### config.mk
export PLATFORM = sky130hd
export DESIGN_NAME = timer_capture_compare_pair
export DESIGN_NICKNAME = d
export VERILOG_FILES = /design/src/tcc_pkg.sv /design/src/timer_capture_compare_pair.sv /design/src/trig_edge.sv /design/src/cc_reg.sv
export VERILOG_INCLUDE_DIRS = /design/src
export SDC_FILE = /design/constraint.sdc
export NUM_CORES = 1
export LEC_CHECK = 0
export ABC_AREA = 1
export BUFFER_PORTS_ARGS = -buffer_cell sky130_fd_sc_hd__buf_2
export CORE_UTILIZATION = 54
export CTS_CLUSTER_SIZE = 30
export DETAILED_ROUTE_END_ITERATION = 7
export GPL_TIMING_DRIVEN = 0
export PLACE_DENSITY = 0.74
export REMOVE_ABC_BUFFERS = 1
export SETUP_SLACK_MARGIN = 0.3
export SYNTH_ARGS = -nofsm -noshare
export SYNTH_HDL_FRONTEND = slang
export SYNTH_SLANG_ARGS = --single-unit
### constraint.sdc
create_clock -name clk_i -period 2 [get_ports clk_i]
set_clock_uncertainty 0.1 [all_clocks]
set_input_delay 0.1 -clock clk_i [delete_from_list [all_inputs] [get_ports clk_i]]
set_output_delay 0.1 -clock clk_i [all_outputs]
set_load 0.05 [all_outputs]
### src/tcc_defines.svh
`ifndef TCC_DEFINES_SVH
`define TCC_DEFINES_SVH

// ------------------------------------------------------------------
// register word addresses
// ------------------------------------------------------------------
`define TCC_ADDR_CC_FIRST   3'h0
`define TCC_ADDR_CC_SECOND  3'h1
`define TCC_ADDR_TMC        3'h2
`define TCC_ADDR_CRC        3'h3
`define TCC_ADDR_PRM        3'h4
`define TCC_ADDR_COUNT      3'h5
`define TCC_ADDR_TMC_SET    3'h6
`define TCC_ADDR_TMC_CLR    3'h7

// ------------------------------------------------------------------
// field positions
// ------------------------------------------------------------------
`define TCC_TMC_OVF_BIT     0
`define TCC_TMC_MODE_LSB    2
`define TCC_CRC_ROLE_FIRST  0
`define TCC_CRC_SRC_FIRST   1
`define TCC_CRC_ROLE_SECOND 2
`define TCC_PRM_ES_FIRST    0
`define TCC_PRM_ES_SECOND   2

// ------------------------------------------------------------------
// reset values
// ------------------------------------------------------------------
`define TCC_CC_RESET        16'h0000
`define TCC_TMC_RESET       4'h0
`define TCC_CRC_RESET       3'h0
`define TCC_PRM_RESET       4'h0

`endif

### src/tcc_pkg.sv
package tcc_pkg;

    localparam int DATA_W = 16;

    typedef enum logic [1:0] {
        EDGE_FALL = 2'h0,
        EDGE_RISE = 2'h1,
        EDGE_NONE = 2'h2,
        EDGE_BOTH = 2'h3
    } edge_sel_t;

    typedef enum logic [1:0] {
        MODE_STOP      = 2'h0,
        MODE_FREE      = 2'h1,
        MODE_CLR_EDGE  = 2'h2,
        MODE_CLR_MATCH = 2'h3
    } op_mode_t;

    typedef struct packed {
        logic rise;
        logic fall;
    } edge_ev_t;

    typedef struct packed {
        logic [2:0]        addr;
        logic [DATA_W-1:0] wdata;
        logic              wr;
        logic              rd;
    } bus_req_t;

    typedef struct packed {
        logic     s1;
        logic     s2;
        logic     prev;
        edge_ev_t ev;
    } trig_state_t;

    typedef struct packed {
        logic [DATA_W-1:0] cnt;
        logic [3:0]        tmc;
        logic [2:0]        crc;
        logic [3:0]        prm;
        logic [DATA_W-1:0] rdata;
    } core_state_t;

endpackage

### src/timer_capture_compare_pair.sv
//
// Behaviour
// - first trigger edge code: 00 falling, 01 rising, 11 both, 10 prohibited
// - first register from first trigger captures opposite edge; none when both
// - second trigger edge code same; first register captures on that same edge
// - second register in capture role uses only first trigger, same edge
// - control bit 2 picks capture or compare role of second register
// - second register in compare role raises second match request on equality
// - registers writable in compare role, read-only in capture role
// - reset clears both capture/compare registers to zero
// - first register zero in free or edge-clear mode matches at wrap
// - second register zero in free or edge-clear mode matches at wrap
// - reset clears mode control register to zero
// - mode control takes single-bit writes as well as whole writes
// - counter runs while mode bits not both zero; zeros stop it
// - mode bits zero: counter held at zero, no match requests
// - control bit 0 picks capture or compare role of first register
// - first register in compare role raises first match request on equality
// - edge selection fields live in the prescale edge register
//
// The strobed register port and the register addresses are this design's own decisions.
`timescale 1ns/1ps
`include "tcc_defines.svh"
module timer_capture_compare_pair (
    // clock and reset
    input  wire logic               clk_i,
    input  wire logic               rst_i,
    // register port
    input  tcc_pkg::bus_req_t       req_i,
    output logic [15:0]             rdata_o,
    // count rate enable from the prescaler
    input  wire logic               count_en_i,
    // trigger pins
    input  wire logic               trigger_input_first_i,
    input  wire logic               trigger_input_second_i,
    // match requests
    output logic                    match_irq_first_o,
    output logic                    match_irq_second_o
);
    import tcc_pkg::*;

    // ------------------------------------------------------------------
    // decode helpers
    // ------------------------------------------------------------------
    function automatic logic valid_edge(input edge_sel_t sel, input edge_ev_t ev);
        case (sel)
            EDGE_FALL: valid_edge = ev.fall;
            EDGE_RISE: valid_edge = ev.rise;
            EDGE_BOTH: valid_edge = ev.rise | ev.fall;
            default:   valid_edge = 1'b0;
        endcase
    endfunction

    function automatic logic opposite_edge(input edge_sel_t sel, input edge_ev_t ev);
        case (sel)
            EDGE_FALL: opposite_edge = ev.rise;
            EDGE_RISE: opposite_edge = ev.fall;
            default:   opposite_edge = 1'b0;
        endcase
    endfunction

    // ------------------------------------------------------------------
    // state and wiring
    // ------------------------------------------------------------------
    core_state_t        q;
    core_state_t        next_q;

    logic [1:0]         pins;
    edge_ev_t           ev [2];
    edge_sel_t          es_first;
    edge_sel_t          es_second;
    op_mode_t           mode;
    logic               run;
    logic               valid_first;
    logic               clr_edge;
    logic               tick;
    logic [DATA_W:0]    inc;

    logic [1:0]         role_capture;
    logic [1:0]         capture;
    logic [1:0]         wr_cc;
    logic [1:0]         hit;
    logic [1:0]         match;
    logic [DATA_W-1:0]  cc_value [2];

    assign pins = {trigger_input_second_i, trigger_input_first_i};

    // ------------------------------------------------------------------
    // trigger synchronisers and edge detectors
    // ------------------------------------------------------------------
    for (genvar i = 0; i < 2; i++)
    begin : g_trig
        trig_edge u_trig (
            .clk_i (clk_i),
            .rst_i (rst_i),
            .pin_i (pins[i]),
            .ev_o  (ev[i])
        );
    end

    // ------------------------------------------------------------------
    // mode and trigger decode
    // ------------------------------------------------------------------
    assign es_first  = edge_sel_t'(q.prm[`TCC_PRM_ES_FIRST +: 2]);
    assign es_second = edge_sel_t'(q.prm[`TCC_PRM_ES_SECOND +: 2]);
    assign mode      = op_mode_t'(q.tmc[`TCC_TMC_MODE_LSB +: 2]);

    assign run         = (mode != MODE_STOP);
    assign valid_first = valid_edge(es_first, ev[0]);
    assign clr_edge    = run && (mode == MODE_CLR_EDGE) && valid_first;
    // an edge clear replaces the count step, so no compare on that cycle
    assign tick        = run && count_en_i && !clr_edge;
    assign inc         = {1'b0, q.cnt} + {{DATA_W{1'b0}}, 1'b1};

    assign role_capture[0] = q.crc[`TCC_CRC_ROLE_FIRST];
    assign role_capture[1] = q.crc[`TCC_CRC_ROLE_SECOND];

    always_comb
    begin
        if (q.crc[`TCC_CRC_SRC_FIRST])
            capture[0] = valid_edge(es_second, ev[1]);
        else
            capture[0] = opposite_edge(es_first, ev[0]);
    end

    assign capture[1] = valid_first;

    assign wr_cc[0] = req_i.wr && (req_i.addr == `TCC_ADDR_CC_FIRST);
    assign wr_cc[1] = req_i.wr && (req_i.addr == `TCC_ADDR_CC_SECOND);

    // ------------------------------------------------------------------
    // capture/compare registers
    // ------------------------------------------------------------------
    for (genvar i = 0; i < 2; i++)
    begin : g_cc
        cc_reg #(
            .W (DATA_W)
        ) u_cc (
            .clk_i          (clk_i),
            .rst_i          (rst_i),
            .capture_role_i (role_capture[i]),
            .capture_i      (capture[i]),
            .wr_i           (wr_cc[i]),
            .wdata_i        (req_i.wdata),
            .tick_i         (tick),
            .count_i        (q.cnt),
            .next_count_i   (inc[DATA_W-1:0]),
            .hit_o          (hit[i]),
            .value_o        (cc_value[i]),
            .match_o        (match[i])
        );
    end

    assign match_irq_first_o  = match[0];
    assign match_irq_second_o = match[1];

    // ------------------------------------------------------------------
    // counter, registers and read port
    // ------------------------------------------------------------------
    always_comb
    begin
        next_q       = q;
        next_q.rdata = '0;

        if (req_i.wr)
        begin
            case (req_i.addr)
                `TCC_ADDR_TMC:     next_q.tmc = req_i.wdata[3:0];
                `TCC_ADDR_TMC_SET: next_q.tmc = q.tmc | req_i.wdata[3:0];
                `TCC_ADDR_TMC_CLR: next_q.tmc = q.tmc & ~req_i.wdata[3:0];
                `TCC_ADDR_CRC:     next_q.crc = req_i.wdata[2:0];
                `TCC_ADDR_PRM:     next_q.prm = req_i.wdata[3:0];
                default:           next_q.tmc = next_q.tmc;
            endcase
        end

        if (!run)
            next_q.cnt = '0;
        else if (clr_edge)
            next_q.cnt = '0;
        else if (tick)
        begin
            if (mode == MODE_CLR_MATCH && hit[0])
                next_q.cnt = '0;
            else
                next_q.cnt = inc[DATA_W-1:0];
        end

        // overflow set wins over a clearing write in the same cycle
        if (tick && inc[DATA_W])
            next_q.tmc[`TCC_TMC_OVF_BIT] = 1'b1;

        if (req_i.rd)
        begin
            case (req_i.addr)
                `TCC_ADDR_CC_FIRST:  next_q.rdata = cc_value[0];
                `TCC_ADDR_CC_SECOND: next_q.rdata = cc_value[1];
                `TCC_ADDR_TMC:       next_q.rdata = DATA_W'(q.tmc);
                `TCC_ADDR_CRC:       next_q.rdata = DATA_W'(q.crc);
                `TCC_ADDR_PRM:       next_q.rdata = DATA_W'(q.prm);
                `TCC_ADDR_COUNT:     next_q.rdata = q.cnt;
                default:             next_q.rdata = '0;
            endcase
        end
    end

    always_ff @(posedge clk_i)
    begin
        if (rst_i)
        begin
            q.cnt   <= '0;
            q.tmc   <= `TCC_TMC_RESET;
            q.crc   <= `TCC_CRC_RESET;
            q.prm   <= `TCC_PRM_RESET;
            q.rdata <= '0;
        end
        else
        begin
            q <= next_q;
        end
    end

    assign rdata_o = q.rdata;
endmodule // timer_capture_compare_pair

### src/trig_edge.sv
`timescale 1ns/1ps
module trig_edge (
    // clock and reset
    input  wire logic         clk_i,
    input  wire logic         rst_i,
    // pin side
    input  wire logic         pin_i,
    // event side
    output tcc_pkg::edge_ev_t ev_o
);
    import tcc_pkg::*;

    trig_state_t q;
    trig_state_t next_q;

    // two-stage sync, then edge detect on the second stage only
    always_comb
    begin
        next_q         = q;
        next_q.s1      = pin_i;
        next_q.s2      = q.s1;
        next_q.prev    = q.s2;
        next_q.ev.rise = q.s2 & ~q.prev;
        next_q.ev.fall = ~q.s2 & q.prev;
    end

    always_ff @(posedge clk_i)
    begin
        if (rst_i)
            q <= '0;
        else
            q <= next_q;
    end

    assign ev_o = q.ev;
endmodule // trig_edge

### src/cc_reg.sv
`timescale 1ns/1ps
`include "tcc_defines.svh"
module cc_reg #(
    parameter int W = 16
) (
    // clock and reset
    input  wire logic         clk_i,
    input  wire logic         rst_i,
    // control
    input  wire logic         capture_role_i,
    input  wire logic         capture_i,
    input  wire logic         wr_i,
    input  wire logic [W-1:0] wdata_i,
    // counter side
    input  wire logic         tick_i,
    input  wire logic [W-1:0] count_i,
    input  wire logic [W-1:0] next_count_i,
    // results
    output logic              hit_o,
    output logic [W-1:0]      value_o,
    output logic              match_o
);
    import tcc_pkg::*;

    typedef struct packed {
        logic [W-1:0] value;
        logic         match;
    } cc_state_t;

    cc_state_t q;
    cc_state_t next_q;

    if (W < 2 || W > 32)
    begin : g_bad_width
        $error("cc_reg width out of range");
    end

    // compare against the value the counter is about to take
    assign hit_o = !capture_role_i && tick_i && (next_count_i == q.value);

    always_comb
    begin
        next_q       = q;
        next_q.match = hit_o;
        if (capture_role_i && capture_i)
            next_q.value = count_i;
        else if (!capture_role_i && wr_i)
            next_q.value = wdata_i;
    end

    always_ff @(posedge clk_i)
    begin
        if (rst_i)
            q <= '{value: W'(`TCC_CC_RESET), match: 1'b0};
        else
            q <= next_q;
    end

    assign value_o = q.value;
    assign match_o = q.match;
endmodule // cc_reg

==> flow_summary.toml <==
[pwr]
power.total_mw = 3.649
ir_worst_vdd_mv = 0.4303
cellLeakagePower_nw = 2.246
p_per_area_nw_per_um2 = 585.8

[global_route]
grt_usage = 0.3363
grt_pass1_vias = 5014
grt_pass1_wl_mm = 25.05
grt_max_degree = 49
grt.overflow.total = 0
antenna_found_initial = 0

[logic_synthesis]
synthAdderAreaFrac = 0.002581
yosys_warnings = 0
synth_area_um2 = 4848
syn_inst = 713
ys_types = 38
synth_compound_area_frac = 0.1546
synth_xor_area_frac = 0.01987
synthMuxAreaShare = 0
synthSimpleGateAreaFrac = 0.3502
avgSynthCellArea_um2 = 6.800
yosys_register_bits = 87
synth_top_family_by_area = "simple AND/OR/NAND/NOR gates"
yosysSeqAreaShare = 0.3592

[worst_setup_path]
path_class = "reg -> reg"
crit_arrival_ns = 2.29
worstPathRequired_ns = 2.14
setup.worst_path.start_class = "flop"
worstPathMaxFanout = 8
crit_path_end_kind = "flop"

[detailed_routing]
vias = 5419
wl_per_cell_um = 18.44
drt_iter0_drc = 570
drt-total-wl_mm = 16.62
via_per_inst = 6.014
first_pass_iters = 6
drc = 0
ant_nets = 0

[sta]
tightest_slew_ns = 0.7256
fmax_mhz = 464.9
rsz0062_at_grt = "true"
period_needed_ns = 2.151
timing.final.crit_share = 1.075
hold_viol = 0
setup_viol = 18
slew_violations = 0
relSlewSlack = 0.5151
whs_ns = 0.04054
setup_ws_ns = -0.1510

[place]
port_buffers = 43
globalplace.congestion = 0.9570
dpl.hpwl_mm = 9.586
place_ws_ns = -1.234
dpl.cell_count = 822

[clock_tree]
cts_inserted_buffers = 9
cts_root_buffer = "clkbuf_8"
clock-sinks = 87
path_clk_slew_ns = 0.10
cts_tree = "yes"
htreeDepth = 3
clk_path_buf_depth = 2
clk_latency_ns = 0.37

[cells_and_area]
diodes = 0
syn_to_final_growth_pct = 28.49
drive_gt1_frac = 0.3190
nNetsFinal = 815
fin_cells = 901

[floorplanning]
core_um2 = 8721
die_y_um = 96.76
boundaryPins = 44
rows = 34
initial_core_util = 0.5560
dieArea_um2 = 9362
fp.dieW_um = 96.76

[run]
cap_violations = 0

[worst_hold_path]
hold_class = "in -> reg"

[outcome]
status = "finished with violations"
violations = "setup timing"
==> Yosys cell counts <==
cell            count  area (um^2)
ha_1                1        12.51
nand3b_1            4        30.03
buf_4              18        135.1
nor3_1              7        35.03
a21oi_1            48        240.2
buf_1               1        3.750
clkbuf_8            3        41.29
xor2_1             10        87.58
clkbuf_1           13        48.80
nand2_1           185        694.4
nor3_4              1        16.27
nand4_1            10        62.56
nor2_1             95        356.6
nand2_2            13        81.33
buf_2               4        20.02
nand3_1            43        215.2
dfxtp_1            87         1742
nor3_2              3        30.03
a31oi_1            18        112.6
nor2_4              7        78.83
a22oi_1             2        15.01
inv_2               2        7.510
xnor2_1             1        8.760
nand4_2             1        12.51
dlymetal6s2s_1      1        12.51
a211oi_1            3        22.52
a221oi_1           17        148.9
inv_1              66        247.7
nand4_4             1        21.27
buf_6               3        33.78
nor3b_1             2        15.01
or2_2               2        12.51
o22ai_1            16        100.1
nand2_4             1        11.26
o21ai_2             2        17.52
o21ai_0            17        85.08
a21o_1              1        7.510
nor2_2              4        25.02
==> path summary, 6_finish.rpt <==
path / cells past startpoint / start / to / slack [ns]
worst max-delay path: 14 / q[27] / q[42] / -0.15
worst min-delay path: 4 / req_i[1] / q[23] / 0.04
worst max register to register: 14 / q[27] / q[42] / -0.15
worst min register to register: 2 / g_trig[0].u_trig.next_q[3] / g_trig[0].u_trig.next_q[2] / 0.31
==> repair_timing <==
action,in CTS,in global routing
resized for setup,71,88
pin swaps,25,43
gates cloned,2,0
endpoints found under the hold margin,36,0
endpoints found under the setup margin,66,58
hold buffers,19,0
buffers inserted,31,11
==> power by group <==
part	total [mW]	internal, mW	switching [mW]
clock	1.54	0.845	0.696
combinational	0.330	0.119	0.212
sequential	1.78	1.75	0.0267
total	3.65	2.72	0.934
==> kinds of logic after synthesis <==
kind of cell	Yosys count
AND/OR/NAND/NOR	379
AO/OA/AOI/OAI	124
buffers and inverters	111
flip-flops	87
XOR/XNOR	11
adder cells (fa/ha/maj)	1
==> registers in the layout, indices dropped and copies added (netlist names) <==
name	cells
g_cc.u_cc.value_o	32
q	21
rdata_o	16
g_trig.u_trig.ev_o	4
g_trig.u_trig.next_q	4
es_first	2
es_second	2
g_cc.u_cc.match_o	2
g_trig.u_trig.q	2
mode	2
==> routing by layer <==
layer / share of wire / GRT usage / vias up
li1: - / - / 2487
met1: 0.38 / 0.4303 / 2469
met2: 0.45 / 0.5379 / 374
met3: 0.12 / 0.07659 / 89
met4: 0.052 / 0.1561 / 0
met5: 0 / 0 / -
==> final cells by class <==
cell class	count	area, um^2
clock buffer	9	123.9
multi-input combinational	515	2979
fill	692	2491
timing repair inverter	2	23.77
sequential	87	1778
timing repair buffer	105	789.5
clock inverter	7	125.1
tap	108	135.1
inverter	68	275.3
==> metrics by stage <==
step	util	setup TNS, ns	area [um^2]
6_report	0.7143	-2.338	6230
4_1_cts	0.6694	-0.6565	5838
5_1_grt	0.7143	-4.088	6230
3_3_place_gp	0.5623	-50.75	4903
3_5_place_dp	0.5640	-46.95	4918
2_1_floorplan	-	-1.353	4553
==> worst max-delay path, cell delays in order, from the launching register on <==
cell and delay, ns:
dfxtp_4 0.39, buf_6 0.13, inv_2 0.06, nor2_4 0.18, buf_4 0.15, nand2_2 0.06
nand3b_1 0.11, nand2_2 0.08, nor2_2 0.10, nand3_1 0.09, nor2_2 0.16, nand4_4 0.13
buf_8 0.17, nand2_2 0.06, a21oi_1 0.06
==> layout by cell type (no fill, tap or decap), drive strengths merged, types with 3 or more instances in the layout <==
cell type / n
a211oi: 3
a21oi: 48
a221oi: 17
a31oi: 18
buf: 85
bufinv: 3
clkbuf: 10
clkinv: 3
clkinvlp: 3
dfxtp: 87
dlygate4sd3: 19
inv: 68
nand2: 199
nand3: 43
nand3b: 4
nand4: 12
nor2: 106
nor3: 11
o21ai: 19
o22ai: 16
xor2: 10
Power figures use the tool's default switching activity.
